`config.mk`:
```
export PLATFORM = sky130hd
export DESIGN_NAME = hpc_top
export DESIGN_NICKNAME = d
export VERILOG_FILES = /design/src/design/hpc_pkg.sv /design/src/design/hpc_rtc_if.sv /design/src/design/hpc_sync.sv /design/src/design/hpc_rtc.sv /design/src/design/hpc_top.sv
export VERILOG_INCLUDE_DIRS = /design/src /design/src/design
export SDC_FILE = /design/constraint.sdc
export NUM_CORES = 1
export LEC_CHECK = 0
export BUFFER_PORTS_ARGS = -buffer_cell sky130_fd_sc_hd__buf_4
export CAP_MARGIN = 20
export CORE_AREA = 3 3 232 280
export CTS_BUF_LIST = sky130_fd_sc_hd__clkbuf_8
export CTS_CLUSTER_SIZE = 24
export DETAILED_ROUTE_END_ITERATION = 6
export DIE_AREA = 0 0 235 283
export GPL_TIMING_DRIVEN = 0
export PLACE_DENSITY = 0.71
export SLEW_MARGIN = 5
export SYNTH_ARGS = -nofsm -noshare
export SYNTH_HDL_FRONTEND = slang
export SYNTH_SLANG_ARGS = --single-unit
```
`constraint.sdc`:
```
create_clock -name CLK -period 53.5 [get_ports CLK]
set_clock_uncertainty 0.05 [all_clocks]
set_input_delay 8.025 -clock CLK [delete_from_list [all_inputs] [get_ports CLK]]
set_output_delay 8.025 -clock CLK [all_outputs]
set_load 0.01 [all_outputs]
```
`src/design/hpc_cfg.svh`:
```
// Offsets, field positions, reset values and counts of the hibernation block
`ifndef HPC_CFG_SVH
`define HPC_CFG_SVH

// -----------------------------------------------------------------
// Register offsets (byte addresses, one word each)
// -----------------------------------------------------------------
`define HPC_OFS_CTRL 8'h00
`define HPC_OFS_BATTERY 8'h04
`define HPC_OFS_MASK 8'h08
`define HPC_OFS_RAW 8'h0C
`define HPC_OFS_MASKED 8'h10
`define HPC_OFS_CLEAR 8'h14
`define HPC_OFS_COUNT 8'h18
`define HPC_OFS_MATCH 8'h1C
`define HPC_OFS_WAKE 8'h20
`define HPC_MEM_PAGE 2'h1

// -----------------------------------------------------------------
// Control register bits
// -----------------------------------------------------------------
`define HPC_CTRL_ACTIVE 0
`define HPC_CTRL_RTC_EN 1
`define HPC_CTRL_HIB_REQ 2
`define HPC_CTRL_WR_BUSY 3

// -----------------------------------------------------------------
// Interrupt source bit positions, same in raw, masked, mask, clear
// -----------------------------------------------------------------
`define HPC_IRQ_WR_COMPLETE 0
`define HPC_IRQ_PIN_WAKE 1
`define HPC_IRQ_BATTERY_LOW 2
`define HPC_IRQ_RTC_MATCH0 3
`define HPC_IRQ_SUPPLY_FAIL 4
`define HPC_IRQ_RESET_WAKE 5
`define HPC_IRQ_GPIO_WAKE 6
`define HPC_IRQ_W 7

// -----------------------------------------------------------------
// Battery configuration fields and codes
// -----------------------------------------------------------------
`define HPC_BATTERY_MODE_LO 0
`define HPC_BATTERY_MODE_HI 1
`define HPC_BATTERY_THR_LO 2
`define HPC_BATTERY_THR_HI 3
`define HPC_BATTERY_OFF 2'h0
`define HPC_BATTERY_DETECT_ONLY 2'h1
`define HPC_BATTERY_DETECT_ABORT 2'h2
`define HPC_BATTERY_THRESHOLD_LOWEST 2'h0
`define HPC_BATTERY_THRESHOLD_SECOND 2'h1
`define HPC_BATTERY_THRESHOLD_THIRD 2'h2
`define HPC_BATTERY_THRESHOLD_HIGHEST 2'h3

// -----------------------------------------------------------------
// Wake configuration bits
// -----------------------------------------------------------------
`define HPC_WAKE_PIN 0
`define HPC_WAKE_RTC 1
`define HPC_WAKE_RESET 2
`define HPC_WAKE_GPIO 3

// -----------------------------------------------------------------
// Counts and reset values
// -----------------------------------------------------------------
`define HPC_TB_DIV 32768
`define HPC_WC_CYCLES 4'h3
`define HPC_ZERO32 32'h0000_0000

`endif

```
`src/design/hpc_pkg.sv`:
```
// Types shared by the hibernation block modules
package hpc_pkg;

  // Power state of the main domain
  typedef enum logic {HPC_RUN, HPC_HIB} hpc_pwr_state_t;

  // Whole state of the control module
  typedef struct packed {
    hpc_pwr_state_t state;
    logic reg_en;
    logic active;
    logic rtc_en;
    logic [3:0] busy;
    logic [1:0] bat_mode;
    logic [1:0] bat_thr;
    logic [6:0] mask;
    logic [6:0] raw;
    logic [3:0] wake_cfg;
    logic [31:0] match;
    logic rtc_load;
    logic [31:0] load_val;
    logic [4:0] prev;
    logic [31:0] rdata;
    logic irq;
    logic [15:0][31:0] mem;
  } hpc_ctl_state_t;

  // Whole state of the counter module
  typedef struct packed {
    logic [31:0] count;
    logic [15:0] pre;
    logic match;
  } hpc_rtc_state_t;

endpackage : hpc_pkg

```
`src/design/hpc_rtc_if.sv`:
```
// Signals between the control module and the real-time counter
`timescale 1ns/1ns
interface hpc_rtc_if;
  logic en;
  logic tb_edge;
  logic load;
  logic [31:0] load_val;
  logic [31:0] match_val;
  logic [31:0] count;
  logic match;

  modport ctl (
    output en,
    output tb_edge,
    output load,
    output load_val,
    output match_val,
    input count,
    input match
  );

  modport rtc (
    input en,
    input tb_edge,
    input load,
    input load_val,
    input match_val,
    output count,
    output match
  );
endinterface : hpc_rtc_if

```
`src/design/hpc_sync.sv`:
```
// Two-stage synchroniser for a group of pin inputs
`timescale 1ns/1ns
module hpc_sync #(
  parameter int unsigned W = 9
) (
  input wire logic clk,
  input wire logic rst_n,
  input wire logic ce,
  input wire logic [W-1:0] din,
  output logic [W-1:0] dout
);

  // -----------------------------------------------------------------
  // One pair of flops per pin
  // -----------------------------------------------------------------
  genvar i;
  generate
    for (i = 0; i < W; i++) begin : g_bit
      logic meta_q;
      logic sync_q;
      always_ff @(posedge clk or negedge rst_n) begin
        if (!rst_n) begin
          meta_q <= 1'b0;
          sync_q <= 1'b0;
        end else if (ce) begin
          meta_q <= din[i];
          sync_q <= meta_q;
        end
      end
      assign dout[i] = sync_q;
    end
  endgenerate

endmodule : hpc_sync

```
`src/design/hpc_rtc.sv`:
```
// Seconds counter with prescaler and match flag
`timescale 1ns/1ns
`include "hpc_cfg.svh"
module hpc_rtc
  import hpc_pkg::*;
#(
  parameter int unsigned DIV = `HPC_TB_DIV
) (
  input wire logic clk,
  input wire logic rst_n,
  input wire logic ce,
  hpc_rtc_if.rtc r
);

  localparam logic [15:0] DIV_LAST = 16'(DIV - 1);

  hpc_rtc_state_t q;
  hpc_rtc_state_t d;

  // Next state: load, prescale, advance, compare
  always_comb begin
    d = q;
    d.match = 1'b0;
    if (!r.en) begin
      d.pre = 16'h0000; // Counting stopped
    end else if (r.load) begin
      d.count = r.load_val;
      d.pre = 16'h0000;
    end else if (r.tb_edge) begin
      if (q.pre == DIV_LAST) begin
        d.pre = 16'h0000;
        d.count = q.count + 32'h0000_0001; // One second
        d.match = (d.count == r.match_val);
      end else begin
        d.pre = q.pre + 16'h0001;
      end
    end
  end

  // State register
  always_ff @(posedge clk or negedge rst_n) begin
    if (!rst_n) begin
      q <= '0;
    end else if (ce) begin
      q <= d;
    end
  end

  assign r.count = q.count;
  assign r.match = q.match;

endmodule : hpc_rtc

```
`src/design/hpc_top.sv`:
```
// Hibernation power controller: regulator enable, wake, status, counter
// What this block does
// - Seven interrupt sources, any mix of them enabled together.
// - Enable mask per source gates masked status and interrupt request.
// - Raw and masked status readable, same bit positions.
// - Control register shows the module is already active.
// - Battery below chosen threshold with detection on sets raw bit.
// - Detect-only or detect-and-abort; abort keeps regulator on.
// - Four thresholds, 1.9, 2.1, 2.3, 2.5 V, beside the mode.
// - Hibernation request drops the regulator enable; this logic stays up.
// - Any configured wake condition raises the regulator enable again.
// - Processor reset leaves this logic and its state untouched.
// - Counter enable off stops counting, match wake and match interrupt.
// - Enabled counter events may wake, interrupt, or both.
// - Counter value readable by software.
// - Counter advances once a second from the 32.768 kHz time base.
// - Counter equal to match value flags the match.
// - Sixteen 32-bit words of storage kept while power is off.
//
// The implementer's own choices: the address map and strobed register access.
`timescale 1ns/1ns
`include "hpc_cfg.svh"
module hpc_top
  import hpc_pkg::*;
#(
  parameter int unsigned TB_DIV = `HPC_TB_DIV,
  parameter logic [3:0] WC_CYCLES = `HPC_WC_CYCLES
) (
  input wire logic CLK,
  input wire logic NRST,
  input wire logic CE,
  input wire logic [7:0] ADDR,
  input wire logic [31:0] WDATA,
  input wire logic WR,
  input wire logic RD,
  output logic [31:0] RDATA,
  input wire logic TB_CLK,
  input wire logic WAKE,
  input wire logic RESET_WAKE,
  input wire logic GPIO_WAKE,
  input wire logic SUPPLY_FAIL,
  input wire logic [3:0] BATTERY_BELOW,
  output logic REG_EN,
  output logic IRQ
);

  // -----------------------------------------------------------------
  // Reset release
  // -----------------------------------------------------------------

  // Battery-side reset only; the processor reset never enters here
  logic [1:0] rst_sync_q;
  logic rst_n;

  always_ff @(posedge CLK or negedge NRST) begin
    if (!NRST) begin
      rst_sync_q <= 2'h0;
    end else begin
      rst_sync_q <= {rst_sync_q[0], 1'b1};
    end
  end

  assign rst_n = rst_sync_q[1];

  // -----------------------------------------------------------------
  // Pin synchronisers
  // -----------------------------------------------------------------

  logic [8:0] pin_raw;
  logic [8:0] pin_s;

  // Order: time base, wake, reset wake, gpio wake, supply fail, battery
  assign pin_raw = {BATTERY_BELOW, SUPPLY_FAIL, GPIO_WAKE, RESET_WAKE,
                    WAKE, TB_CLK};

  hpc_sync #(
    .W(9)
  ) u_sync (
    .clk(CLK),
    .rst_n(rst_n),
    .ce(CE),
    .din(pin_raw),
    .dout(pin_s)
  );

  // -----------------------------------------------------------------
  // State and counter
  // -----------------------------------------------------------------

  hpc_ctl_state_t q;
  hpc_ctl_state_t d;
  hpc_rtc_if rtc_bus ();

  hpc_rtc #(
    .DIV(TB_DIV)
  ) u_rtc (
    .clk(CLK),
    .rst_n(rst_n),
    .ce(CE),
    .r(rtc_bus)
  );

  // Counter controls come straight from registers, except the time-base edge, decoded from the synchronised pin
  assign rtc_bus.en = q.rtc_en;
  assign rtc_bus.tb_edge = pin_s[0] & ~q.prev[0];
  assign rtc_bus.load = q.rtc_load;
  assign rtc_bus.load_val = q.load_val;
  assign rtc_bus.match_val = q.match;

  // -----------------------------------------------------------------
  // Events
  // -----------------------------------------------------------------

  logic [4:0] rise;
  logic [3:0] below;
  logic battery_low;
  logic wc_done;
  logic [6:0] ev;
  logic [6:0] clr;
  logic wake_hit;
  logic hib_go;
  logic wr_slow;

  // Rising edges of the synchronised pins
  assign rise = pin_s[4:0] & ~q.prev;
  assign below = pin_s[8:5];

  // Comparator output picked by the threshold field
  assign battery_low = (q.bat_mode != `HPC_BATTERY_OFF) &&
                       below[q.bat_thr];

  // Slow-domain write finished on the last busy cycle
  assign wc_done = (q.busy == 4'h1);

  // One event bit per source
  assign ev[`HPC_IRQ_WR_COMPLETE] = wc_done;
  assign ev[`HPC_IRQ_PIN_WAKE] = rise[1];
  assign ev[`HPC_IRQ_BATTERY_LOW] = battery_low;
  assign ev[`HPC_IRQ_RTC_MATCH0] = rtc_bus.match;
  assign ev[`HPC_IRQ_SUPPLY_FAIL] = rise[4];
  assign ev[`HPC_IRQ_RESET_WAKE] = rise[2];
  assign ev[`HPC_IRQ_GPIO_WAKE] = rise[3];

  // Write-one-to-clear request
  assign clr = (WR && ADDR == `HPC_OFS_CLEAR) ? WDATA[6:0] : 7'h00;

  // Any configured wake condition
  assign wake_hit = (q.wake_cfg[`HPC_WAKE_PIN] & rise[1]) |
                    (q.wake_cfg[`HPC_WAKE_RTC] & rtc_bus.match) |
                    (q.wake_cfg[`HPC_WAKE_RESET] & rise[2]) |
                    (q.wake_cfg[`HPC_WAKE_GPIO] & rise[3]);

  // Hibernation request, refused in abort mode on a low battery
  assign hib_go = WR && (ADDR == `HPC_OFS_CTRL) &&
                  WDATA[`HPC_CTRL_HIB_REQ] && q.active &&
                  !((q.bat_mode == `HPC_BATTERY_DETECT_ABORT) &&
                    battery_low);

  // Writes that land in the slow time-base registers
  assign wr_slow = WR && (ADDR == `HPC_OFS_CTRL ||
                          ADDR == `HPC_OFS_COUNT ||
                          ADDR == `HPC_OFS_MATCH ||
                          ADDR == `HPC_OFS_BATTERY ||
                          ADDR == `HPC_OFS_WAKE);

  // -----------------------------------------------------------------
  // Next state
  // -----------------------------------------------------------------

  always_comb begin
    d = q;
    d.rdata = `HPC_ZERO32;
    d.rtc_load = 1'b0;
    d.prev = pin_s[4:0];

    // Sticky raw status, a new event beats a clear
    d.raw = (q.raw & ~clr) | ev;

    // Write-complete countdown
    if (q.busy != 4'h0) begin
      d.busy = q.busy - 4'h1;
    end
    if (wr_slow) begin
      d.busy = WC_CYCLES;
    end

    // Register writes
    if (WR) begin
      case (ADDR)
        `HPC_OFS_CTRL: begin
          d.active = WDATA[`HPC_CTRL_ACTIVE];
          d.rtc_en = WDATA[`HPC_CTRL_RTC_EN];
        end
        `HPC_OFS_BATTERY: begin
          d.bat_mode = WDATA[`HPC_BATTERY_MODE_HI:`HPC_BATTERY_MODE_LO];
          d.bat_thr = WDATA[`HPC_BATTERY_THR_HI:`HPC_BATTERY_THR_LO];
        end
        `HPC_OFS_MASK: begin
          d.mask = WDATA[6:0];
        end
        `HPC_OFS_COUNT: begin
          d.rtc_load = 1'b1;
          d.load_val = WDATA;
        end
        `HPC_OFS_MATCH: begin
          d.match = WDATA;
        end
        `HPC_OFS_WAKE: begin
          d.wake_cfg = WDATA[3:0];
        end
        default: begin
          if (ADDR[7:6] == `HPC_MEM_PAGE) begin
            d.mem[ADDR[5:2]] = WDATA;
          end
        end
      endcase
    end

    // Register reads, data in the following cycle only
    if (RD) begin
      case (ADDR)
        `HPC_OFS_CTRL: begin
          d.rdata[`HPC_CTRL_ACTIVE] = q.active;
          d.rdata[`HPC_CTRL_RTC_EN] = q.rtc_en;
          d.rdata[`HPC_CTRL_WR_BUSY] = (q.busy != 4'h0);
        end
        `HPC_OFS_BATTERY: begin
          d.rdata[`HPC_BATTERY_MODE_HI:`HPC_BATTERY_MODE_LO] = q.bat_mode;
          d.rdata[`HPC_BATTERY_THR_HI:`HPC_BATTERY_THR_LO] = q.bat_thr;
        end
        `HPC_OFS_MASK: begin
          d.rdata[6:0] = q.mask;
        end
        `HPC_OFS_RAW: begin
          d.rdata[6:0] = q.raw;
        end
        `HPC_OFS_MASKED: begin
          d.rdata[6:0] = q.raw & q.mask;
        end
        `HPC_OFS_COUNT: begin
          d.rdata = rtc_bus.count;
        end
        `HPC_OFS_MATCH: begin
          d.rdata = q.match;
        end
        `HPC_OFS_WAKE: begin
          d.rdata[3:0] = q.wake_cfg;
        end
        default: begin
          if (ADDR[7:6] == `HPC_MEM_PAGE) begin
            d.rdata = q.mem[ADDR[5:2]];
          end
        end
      endcase
    end

    // Power sequencing of the external regulator
    unique case (q.state)
      HPC_RUN: begin
        if (hib_go) begin
          d.state = HPC_HIB;
          d.reg_en = 1'b0;
        end
      end
      HPC_HIB: begin
        if (wake_hit) begin
          d.state = HPC_RUN;
          d.reg_en = 1'b1;
        end
      end
    endcase

    // Masked request to the processor
    d.irq = |(d.raw & d.mask);
  end

  // -----------------------------------------------------------------
  // State register
  // -----------------------------------------------------------------

  // Power on with the regulator enabled
  always_ff @(posedge CLK or negedge rst_n) begin
    if (!rst_n) begin
      q <= '0;
      q.state <= HPC_RUN;
      q.reg_en <= 1'b1;
    end else if (CE) begin
      q <= d;
    end
  end

  // -----------------------------------------------------------------
  // Outputs
  // -----------------------------------------------------------------

  assign RDATA = q.rdata;
  assign REG_EN = q.reg_en;
  assign IRQ = q.irq;

endmodule : hpc_top

```
* Word level (Yosys, flattened, before mapping) *
Cells that the tools add are included.
W data, S select, Z words.

cells by class
  add/sub/neg operators = 3
  $lt $le $gt $ge = 3
  equality and inequality tests = 16
  multiplexer cells = 32
  bitwise logic cells = 18
  reduce and logical (&&, ||, !) cells = 34

operator list
  operator                 number
  $bwmux W512              1
  $mux W32                 5
  $bmux W32 S4             1
  $demux W32 S4            1
  $pmux W25 S3             1
  $mux W33                 2
  $mux W49                 1
  $mux W48                 1
  $add A32 B1 Y32 const B  1
  $eq A32 B32 Y1           1
  $eq A8 B5 Y1 const B     4
  $mux W16                 2
  $and A7 B7 Y7            3
  $mux W7                  3
  $pmux W3 S6              1
  $reduce_and A3 Y1        6
  $add A16 B1 Y16 const B  1
  $eq A16 B15 Y1 const B   1
  $eq A8 B4 Y1 const B     2
  $pmux W1 S8              2
  $pmux W2 S8              1
  $reduce_or A6 Y1         2
  $logic_and A1 B1 Y1      9
  $eq A8 B3 Y1 const B     1
  other kinds (32)         53

word-level totals
  register bits after elaboration = 714
  input port bits = 54
  output and inout bits = 34
  word-level logic and storage cells = 160

* Logic depth before layout (Yosys ltp) *
Gate-level depths: netlist of the first run.

  depth in word-level cells = 8
  mapped depth = 10
  depth with buffers taken out = 8

* By module *
From an unflattened synthesis of the first run, not the netlist that was laid out.

unflattened totals
  cell total of the unflattened synthesis = 2515
  area total of the unflattened synthesis = 34495.6 sq um

by module, submodules not included
  module    times used  cells each  area each (sq um)  sequential area each (sq um)
  hpc_top   1           1971        29662.2            16191.8
  hpc_rtc   1           497         4043.9             1226.2
  hpc_sync  1           47          789.5              450.4

* Worst setup path before layout of the first run *
Ideal clock, no wire load.

  kind = input to register
  start point = in ADDR[2]
  end point = reg q, in the netlist RDATA[22]
  library setup time = 132 ps
  data arrival time = 10062 ps
  data required time = 53318 ps
  path slack = 43256 ps
  cell stages on the path = 7
  buffers on the path = 3
  cell sequence = clkbuf_1 buf_4 buf_2 mux4_2 mux4_2 a222oi_1 o2bb2ai_1

on the way
  longest elaborated chain between the ends = 5
  elaborated cells on any way between the ends = 14
  classes of those cells = eq/ne: 7; mux: 5; reduce/logical: 2

RTL lines
  item                            RTL line        text
  start, declared                 hpc_top.sv:32   input wire logic [7:0] ADDR,
  $bmux W32 S4                    hpc_top.sv:251  d.rdata = q.mem[ADDR[5:2]];
  $mux W32 (not written as such)  hpc_top.sv:251
  $mux W32                        hpc_top.sv:250  if (ADDR[7:6] == `HPC_MEM_PAGE) begin
  $pmux W25 S3 *                  hpc_top.sv:221  case (ADDR)
  $mux W32 *                      hpc_top.sv:220  if (RD) begin
  end, declared                   hpc_top.sv:90   hpc_ctl_state_t q;

Every way passes the cells marked *; elsewhere a longest branch is shown, timed or not. The select of a mux whose other input is x is not followed.
A chain may end at the register's enable or synchronous reset.

* Worst setup path after layout of the first run *
  start point = in ADDR[3]
  end point = reg q[242] (netlist bit)

on the way
  longest elaborated chain between the ends = 5
  elaborated cells on any way between the ends = 15
  classes of those cells = order compare: 2; eq/ne: 5; mux: 3; bitwise: 1; reduce/logical: 4

RTL lines
  item                                                                       RTL line        text
  $lt A4 B5 Y1 (not written as such) / $ge A4 B1 Y1 (equally long branches)  hpc_top.sv:213  d.mem[ADDR[5:2]] = WDATA;
  $logic_and A1 B1 Y1 (not written as such)                                  hpc_top.sv:213
  $mux W32 (not written as such)                                             hpc_top.sv:213
  $demux W32 S4                                                              hpc_top.sv:213
  $bwmux W512                                                                hpc_top.sv:213

Parallel ways exist; a longest one is shown, timed or not.

==> results.json, run 1 <==
{
  "synthToLayoutAreaGrowth_pct": 13.2,
  "fmax_mhz": 91.2,
  "drc_errors": 0,
  "crit_arrival_ps": 11500,
  "rsz0062_at_grt": "no",
  "timing_worst_setup_path_type": "input port to flip-flop",
  "core_area_um2": 62200,
  "crit_family": "buffers and inverters",
  "cpMostUsedCell": "buf_2",
  "overflow": 0,
  "portBuffers": 84,
  "grt_first_pass_wirelength_um": 144000,
  "grt_pass1_vias": 23400,
  "ctsHtreeMaxLevel": 3,
  "place_area_um2": 35600,
  "cp_num_buf_inv": 5,
  "syn-num-nets": 2433,
  "synth_compound_area_share_pct": 5.24,
  "cpMaxStageDelayCell": "clkbuf_1",
  "avgRoutedWirePerCell_um": 26.9,
  "clkLatencyLatePin_ps": 740,
  "synth_cell_types": 68,
  "fin_ws_ps": 42530,
  "grt.total_usage_pct": 28.5,
  "critPathMaxFanout": 10,
  "rr_worst_depth": 8,
  "max-cap-violations": 0,
  "crit_chain": "buf_4 -> buf_2 -> buf_2 -> buf_2 -> nand4_1 -> nor2_1 -> clkbuf_1 -> mux2_2",
  "synth_top_area_share_pct": 53.2,
  "synthTopCellsByArea": "dfrtp_1 53%, mux2_1 11%, mux4_2 11%, mux2_2 9.3%, clkbuf_1 1.4%",
  "tns_ps": 0,
  "cts_setup_buffers": 0,
  "vias": 22000,
  "die_h_um": 283,
  "tightest_slew_ps": 1160,
  "start_kind": "input port",
  "grt_max_degree": 70,
  "netlist_area_um2": 33600,
  "syn_area_per_cell_um2": 14.1,
  "dp.final_hpwl_um": 66300,
  "std_cell_rows": 100,
  "cts_tree": "built",
  "fin_cells": 3504,
  "required_ps": 54040,
  "power_frac_clock_pct": 39.6,
  "yosys_warnings": 0,
  "fin_crit_sh_pct": 20.5,
  "setup_violations": 0,
  "ios": 88,
  "cellLeakagePower_nw": 17.9,
  "synthFlopType": "dfrtp_1",
  "hold_path_class": "flip-flop to async pin",
  "antenna_found_initial": 3,
  "cts_num_sinks": 714,
  "cts_hold_buf": 0,
  "p_int_mw": 0.885,
  "nets": 2654,
  "start_util_pct": 54.0,
  "r2r-start": "u_rtc.r.count[1]",
  "numPlacedInstances": 3290,
  "die_area_um2": 66500,
  "mostFrequentLayoutCells": "712 x dfrtp_1, 335 x mux2_1, 278 x mux2_2",
  "maxSlewViolCount": 0,
  "finalWeightedCongestion": 0.964,
  "drt_pass1_iterations": 6,
  "clockBufferDepth": 3,
  "die_w_um": 235,
  "holdWs_ps": 231,
  "pwr-share-comb_pct": 10.0,
  "synth-seq-area-share_pct": 53.3,
  "clockRootBuffer": "clkbuf_8",
  "maxSlewHeadroom_pct": 22.9,
  "min_period_ps": 10970,
  "cts-buffers-inserted": 114,
  "post_cts_resized": 0,
  "layout_commonest_cell": "dfrtp_1",
  "fillers": 4837,
  "finalInstanceArea_um2": 38000,
  "fin_util_pct": 61.1,
  "synth_edf_count": 0,
  "max_stage_delay_ps": 890,
  "drt-initial-drc-count": 1966,
  "drt_wl_total_um": 94400,
  "powerDensity_nw_per_um2": 31.3,
  "ant_nets": 0,
  "ys_seq_elements": 714,
  "sw_frac_of_total_pct": 25.7,
  "viasPerCell": 6.28,
  "total_power_mw": 1.19,
  "vdd_ir_drop_max_v": 0.0000213,
  "post_synth_fa_ha_maj_area_fraction_pct": 0.186,
  "end_kind": "flip-flop",
  "synth_top_family_by_area": "multiplexers",
  "muxShareOfSynthArea_pct": 31.6,
  "post-place-ws_ps": 41840,
  "seqPwrFrac_pct": 50.4,
  "clkTransAtPathRegs_ps": 60,
  "critPathLaunch": "ADDR[3]",
  "syn_inst": 2374,
  "endpoint": "q[242]",
  "yosys.area_share.simple_pct": 4.56,
  "synthArstFlopShare_pct": 100,
  "rr_endpoint": "u_rtc.r.match",
  "critical_path_cell_count": 8,
  "hold_violations": 0,
  "synth_xor_area_share_pct": 1.56,
  "synth_area_leader_cell": "dfrtp_1",
  "layout-drive-gt1-share_pct": 30.6,
  "r2r_setup_slack_ps": 50040,
  "status": "finished clean",
  "switching_power_mw": 0.305
}
-- sequential cells by signal, summed over array words and instances, names as in the netlist --
register,flops
q,545
RDATA,32
rtc_bus.load_val,32
rtc_bus.match_val,32
u_rtc.r.count,32
u_rtc.q,16
u_sync.g_bit.meta_q,9
u_sync.g_bit.sync_q,9
rst_sync_q,2
IRQ,1
REG_EN,1
rtc_bus.en,1
rtc_bus.load,1
u_rtc.r.match,1
-- how the worst min path moves through the flow --
stage	from	end	slack, ps	depth (start not counted)
floorplan	rst_sync_q[0]	rst_sync_q[1]	280	0
global placement	rst_sync_q[0]	rst_sync_q[1]	290	0
detailed placement	rst_sync_q[1]	q[474]	260	0
CTS	rst_sync_q[1]	q[56]	260	0
global route	rst_sync_q[1]	q[56]	270	0
finish	rst_sync_q[1]	q[56]	230	0
-- kinds of logic (layout without fill, tap and decap cells) --
family	Yosys count	count (layout)
DFF	714	714
and+or+nand+nor	294	294
AOI/OAI and AO/OA	257	257
muxes	783	783
adders and majority gates	5	5
xor gates and xnor gates	59	59
buffers and inverters	261	573
other	1	3
-- power groups by stage --
| stage | registers, mW | clock network, mW | logic, mW |
|---|---|---|---|
| finish | 0.600 | 0.471 | 0.119 |
| global route | 0.604 | 0.504 | 0.129 |
| CTS | 0.600 | 0.479 | 0.120 |
| detailed placement | 0.609 | 0 | 0.120 |
| global placement | 0.617 | 0 | 0.103 |
| floorplan | 0.610 | 0 | 0.0742 |
-- synthesized netlist by cell type (all sizes together) (25+ instances only) --
master / n
o2bb2ai: 32
o21ai: 72
nor3: 25
nand2: 53
nor2: 84
xnor2: 34
clkbuf: 126
mux4: 161
xor2: 25
mux2: 613
a21oi: 51
a222oi: 30
buf: 107
nor4: 25
inv: 28
dfrtp: 713
nand3: 30
-- per-layer routing --
metal | wire length, um | share of wire [%] | up-vias | global-route usage (%)
met5 | 13 | 0.014 | - | 0
met1 | 37500 | 40 | 11700 | 37.0
li1 | - | - | 9280 | -
met4 | 4300 | 4.6 | 2 | 13.3
met3 | 6490 | 6.9 | 210 | 5.74
met2 | 46000 | 49 | 876 | 46.3
-- area by class of cell --
| type | count | area [um2] | area share [%] |
|---|---|---|---|
| multi-input cells | 1399 | 14500 | 38.2 |
| plain buffers | 233 | 1080 | 2.85 |
| diodes | 2 | 5.00 | 0.0132 |
| flip-flops and latches | 714 | 17900 | 47.0 |
| repair buffers | 105 | 1070 | 2.83 |
| clock inverters | 62 | 327 | 0.860 |
| clock buffers | 145 | 2000 | 5.25 |
| well taps | 816 | 1020 | 2.69 |
| inverters | 28 | 105 | 0.277 |
(Power assumes the default switching activity.)
==> inputs of run 2 (changes only) <==
==> constraint.sdc (replaced) <==
create_clock -name CLK -period 11.3 [get_ports CLK]
set_clock_uncertainty 0.05 [all_clocks]
set_input_delay 1.695 -clock CLK [delete_from_list [all_inputs] [get_ports CLK]]
set_output_delay 1.695 -clock CLK [all_outputs]
set_load 0.01 [all_outputs]
==> results.json, run 2 (synthesis gave the netlist of run 1 again) <==
{
  "cts_setup_buffers": 0,
  "crit_arrival_ps": 5200,
  "rr_worst_depth": 8,
  "die_h_um": 283,
  "vdd_ir_drop_max_v": 0.0000914,
  "post-place-ws_ps": 6010,
  "endpoint": "q[370]",
  "die_w_um": 235,
  "rr_endpoint": "u_rtc.r.match",
  "hold_violations": 0,
  "hold_path_class": "flip-flop to async pin",
  "setup_violations": 0,
  "cts_num_sinks": 714,
  "finalWeightedCongestion": 0.951,
  "maxSlewHeadroom_pct": 16.4,
  "end_kind": "flip-flop",
  "cpMaxStageDelayCell": "clkbuf_1",
  "portBuffers": 84,
  "seqPwrFrac_pct": 49.1,
  "start_kind": "input port",
  "core_area_um2": 62200,
  "fin_crit_sh_pct": 41.2,
  "layout_commonest_cell": "dfrtp_1",
  "clkLatencyLatePin_ps": 730,
  "min_period_ps": 4660,
  "mostFrequentLayoutCells": "712 x dfrtp_1, 335 x mux2_1, 278 x mux2_2",
  "post_cts_resized": 0,
  "r2r_setup_slack_ps": 7880,
  "ff_latch_area_um2": 17900,
  "fillers": 4705,
  "ios": 88,
  "critPathLaunch": "ADDR[3]",
  "max-cap-violations": 0,
  "status": "finished clean",
  "layout-drive-gt1-share_pct": 31.0,
  "power_frac_clock_pct": 41.1,
  "cellLeakagePower_nw": 18.0,
  "antenna_found_initial": 1,
  "tightest_slew_ps": 1250,
  "crit_chain": "buf_4 -> buf_2 -> buf_2 -> buf_2 -> nand4_1 -> nor2_1 -> clkbuf_1 -> mux2_2",
  "drt_wl_total_um": 95000,
  "ctsHtreeMaxLevel": 3,
  "cts_tree": "built",
  "grt_first_pass_wirelength_um": 145000,
  "largest_reg_flops": 545,
  "avgRoutedWirePerCell_um": 27.1,
  "grt.total_usage_pct": 28.7,
  "fin_ws_ps": 6640,
  "critPathMaxFanout": 10,
  "fmax_mhz": 215,
  "dp.final_hpwl_um": 66400,
  "grt_pass1_vias": 23200,
  "multi_input_area_um2": 14500,
  "required_ps": 11840,
  "switching_power_mw": 1.45,
  "drt_pass1_iterations": 7,
  "drt-initial-drc-count": 2248,
  "die_area_um2": 66500,
  "vias": 22100,
  "start_util_pct": 54.0,
  "grt_max_degree": 73,
  "overflow": 0,
  "timing_worst_setup_path_type": "input port to flip-flop",
  "max_stage_delay_ps": 990,
  "total_power_mw": 5.79,
  "viasPerCell": 6.31,
  "sw_frac_of_total_pct": 25.0,
  "ant_nets": 0,
  "cpMostUsedCell": "buf_2",
  "synthToLayoutAreaGrowth_pct": 13.6,
  "clockRootBuffer": "clkbuf_8",
  "r2r-start": "u_rtc.r.count[1]",
  "rsz0062_at_grt": "no",
  "powerDensity_nw_per_um2": 152,
  "std_cell_rows": 100,
  "clkTransAtPathRegs_ps": 60,
  "p_int_mw": 4.34,
  "clockBufferDepth": 3,
  "cts_hold_buf": 0,
  "maxSlewViolCount": 0,
  "top_register": "q",
  "cts-buffers-inserted": 114,
  "nets": 2651,
  "tns_ps": 0,
  "drc_errors": 0,
  "pwr-share-comb_pct": 9.8
}
## run 2: changes by cell type in the layout (fill, tap and decap cells not counted)
cell	previous run	this run
buf_16	12	11
buf_4	120	119
buf_8	6	5
bufinv_16	1	3
clkbuf_8	145	161
clkinv_2	17	13
clkinvlp_4	3	1
diode_2	2	1
inv_1	64	53
inv_12	1	0
## run 2: metal layers
metal | global-route usage, % | vias to the layer above | part of all wire (%)
met2 | 46.5 | 960 | 48
li1 | - | 9263 | -
met5 | 0 | - | 0
met4 | 13.8 | 0 | 5.3
met1 | 37.8 | 11600 | 40
met3 | 5.33 | 255 | 6.9
## run 2: stage by stage
stage | utilization (%) | std cells | instance area [um2] | hold WS (ps)
floorplan | - | 2374 | 33600 | 281
global placement | 56.6 | 3274 | 35200 | 289
detailed placement | 57.2 | 3287 | 35500 | 234
CTS | 61.2 | 3494 | 38100 | 224
global route | 61.3 | 3500 | 38100 | 229
finish | 61.3 | 3500 | 38100 | 194
## run 2: layout make-up
class / instances / share of cell area [%]
diodes: 1 / 0.00656
plain buffers: 233 / 2.84
clock buffers: 161 / 5.81
clock inverters: 46 / 0.771
inverters: 28 / 0.276
multi-input cells: 1399 / 38.0
flip-flops and latches: 714 / 46.9
well taps: 816 / 2.68
repair buffers: 102 / 2.69
## run 2: power groups by stage
stage / logic (mW) / clock network, mW / registers (mW)
CTS: 0.571 / 2.41 / 2.84
finish: 0.567 / 2.38 / 2.84
global route: 0.612 / 2.53 / 2.86
global placement: 0.487 / 0 / 2.91
floorplan: 0.351 / 0 / 2.88
detailed placement: 0.570 / 0 / 2.88
## run 2: how the worst min path moves through the flow
stage          depth (start not counted)             to          start  slack [ps]
2_1_floorplan                          0  rst_sync_q[1]  rst_sync_q[0]         280
3_3_place_gp                           0  rst_sync_q[1]  rst_sync_q[0]         290
3_5_place_dp                           0         q[472]  rst_sync_q[1]         230
4_1_cts                                0         q[503]  rst_sync_q[1]         220
5_1_grt                                0         q[439]  rst_sync_q[1]         230
6_report                               0         q[503]  rst_sync_q[1]         190
## run 2: critical path, delay by kind of cell
family	cells	cell delay (ps)
and+or+nand+nor	2	840
muxes	1	430
buffers and inverters	5	2220
==> inputs of run 3 (changes only) <==
==> constraint.sdc (replaced) <==
create_clock -name CLK -period 4.7 [get_ports CLK]
set_clock_uncertainty 0.05 [all_clocks]
set_input_delay 0.705 -clock CLK [delete_from_list [all_inputs] [get_ports CLK]]
set_output_delay 0.705 -clock CLK [all_outputs]
set_load 0.01 [all_outputs]
==> results.json, run 3 (synthesis gave the netlist of run 1 again) <==
{
  "status": "finished with violations",
  "violations": "design-rule violations",
  "nets": 2652,
  "cp_num_buf_inv": 5,
  "clockRootBuffer": "clkbuf_8",
  "rr_endpoint": "u_rtc.r.match",
  "dp.final_hpwl_um": 66400,
  "cts-buffers-inserted": 114,
  "grt_max_degree": 73,
  "post-place-ws_ps": 401,
  "r2r-start": "u_rtc.r.count[1]",
  "r2r_setup_slack_ps": 1290,
  "max_stage_delay_ps": 990,
  "core_area_um2": 62200,
  "clkTransAtPathRegs_ps": 60,
  "holdPathEnd": "u_sync.g_bit[5].meta_q",
  "min_path_cells": 2,
  "powerDensity_nw_per_um2": 365,
  "fin_crit_sh_pct": 78.1,
  "antenna_found_initial": 1,
  "ctsHtreeMaxLevel": 3,
  "overflow": 0,
  "crit_arrival_ps": 4200,
  "rsz0062_at_grt": "no",
  "fin_util_pct": 61.3,
  "maxSlewViolCount": 0,
  "max-cap-violations": 0,
  "fmax_mhz": 273,
  "hold_violations": 0,
  "layout_commonest_cell": "dfrtp_1",
  "fin_ws_ps": 1030,
  "cts_setup_buffers": 0,
  "min_period_ps": 3670,
  "grt_pass1_vias": 23200,
  "drt_wl_total_um": 95100,
  "layout-drive-gt1-share_pct": 31.0,
  "cts_tree": "built",
  "grt_first_pass_wirelength_um": 145000,
  "drc_errors": 2,
  "vias": 21900,
  "crit_family": "buffers and inverters",
  "vdd_ir_drop_max_v": 0.000221,
  "die_w_um": 235,
  "cts_num_sinks": 714,
  "timing_worst_setup_path_type": "input port to flip-flop",
  "synthToLayoutAreaGrowth_pct": 13.6,
  "cellLeakagePower_nw": 18.0,
  "cpMostUsedCell": "buf_2",
  "critPathMaxFanout": 10,
  "die_h_um": 283,
  "die_area_um2": 66500,
  "start_kind": "input port",
  "grt.total_usage_pct": 28.7,
  "cpMaxStageDelayCell": "clkbuf_1",
  "clkLatencyLatePin_ps": 740,
  "clockBufferDepth": 3,
  "ios": 88,
  "ant_nets": 0,
  "hold_start": "BATTERY_BELOW[0]",
  "finalWeightedCongestion": 0.951,
  "mostFrequentLayoutCells": "712 x dfrtp_1, 335 x mux2_1, 278 x mux2_2",
  "maxSlewHeadroom_pct": 16.2,
  "rr_worst_depth": 8,
  "drt-initial-drc-count": 2386,
  "start_util_pct": 54.0,
  "top_register": "q",
  "hold_path_class": "input port to flip-flop",
  "viasPerCell": 6.27,
  "tightest_slew_ps": 1260,
  "end_kind": "flip-flop",
  "portBuffers": 84,
  "std_cell_rows": 100,
  "crit_chain": "buf_4 -> buf_2 -> buf_2 -> buf_2 -> nand4_1 -> nor2_1 -> clkbuf_1 -> mux2_2",
  "required_ps": 5230,
  "avgRoutedWirePerCell_um": 27.2,
  "largest_reg_flops": 545,
  "setup_violations": 0,
  "drt_pass1_iterations": 7
}
## run 3: cell types whose count changed in the layout (fill, tap and decap cells not counted)
cell,before,now
dlygate4sd3_1,0,1
## run 3: final cells by class
type | count | area, um2
flip-flops and latches | 714 | 17900
diodes | 1 | 2.50
well taps | 816 | 1020
plain buffers | 233 | 1080
clock buffers | 161 | 2220
inverters | 28 | 105
clock inverters | 46 | 294
fillers | 4701 | 24100
repair buffers | 103 | 1030
multi-input cells | 1399 | 14500
## run 3: power breakdown
part           internal (mW)  switching (mW)  total [mW]  leakage, nW
logic                  0.654           0.710        1.36         6.96
registers               6.58           0.243        6.83         9.62
clock network           3.19            2.52        5.71         1.41
total                   10.4            3.47        13.9         18.0
## run 3: how the worst max path moves through the flow
stage,startpoint,end,cells after the start
floorplan,rst_sync_q[1],IRQ,0
global placement,rst_sync_q[1],u_sync.g_bit[0].meta_q,0
detailed placement,ADDR[3],q[496],8
CTS,ADDR[3],q[495],8
global route,ADDR[2],RDATA[11],9
finish,ADDR[3],q[370],8
## run 3: worst reg2reg max path, stage by stage, from the launching register on
cell and delay, ps:
dfrtp_1 480, ha_1 380, nand3_1 350, or3_1 510, nor3_2 320, xnor2_1 130
a2111oi_0 660, nand4_1 200, o31ai_2 260
## run 3: what timing repair did
| item | 4_1_cts | 5_1_grt |
|---|---|---|
| resized for setup | 0 | 0 |
| hold buffers | 1 | 0 |
| endpoints found under the hold margin | 2 | 0 |
| endpoints found under the setup margin | 0 | 0 |
## run 3: routing by layer
layer	vias up	share of wire, %	track usage (%)	wire length, um
li1	9272	-	-	-
met1	11500	40	37.8	38400
met2	892	48	46.5	45700
met3	245	6.5	5.33	6200
met4	0	5.1	13.8	4850
met5	-	0	0	0
## run 3: metrics by stage
step	area, um2	power (mW)	hold WS [ps]	std cells	setup TNS, ps
2_1_floorplan	33600	7.77	281	2374	-1596710
3_3_place_gp	35200	8.17	289	3274	-3063800
3_5_place_dp	35500	8.30	234	3287	0
4_1_cts	38100	14.0	123	3495	0
5_1_grt	38100	14.4	145	3501	0
6_report	38100	13.9	168	3501	0
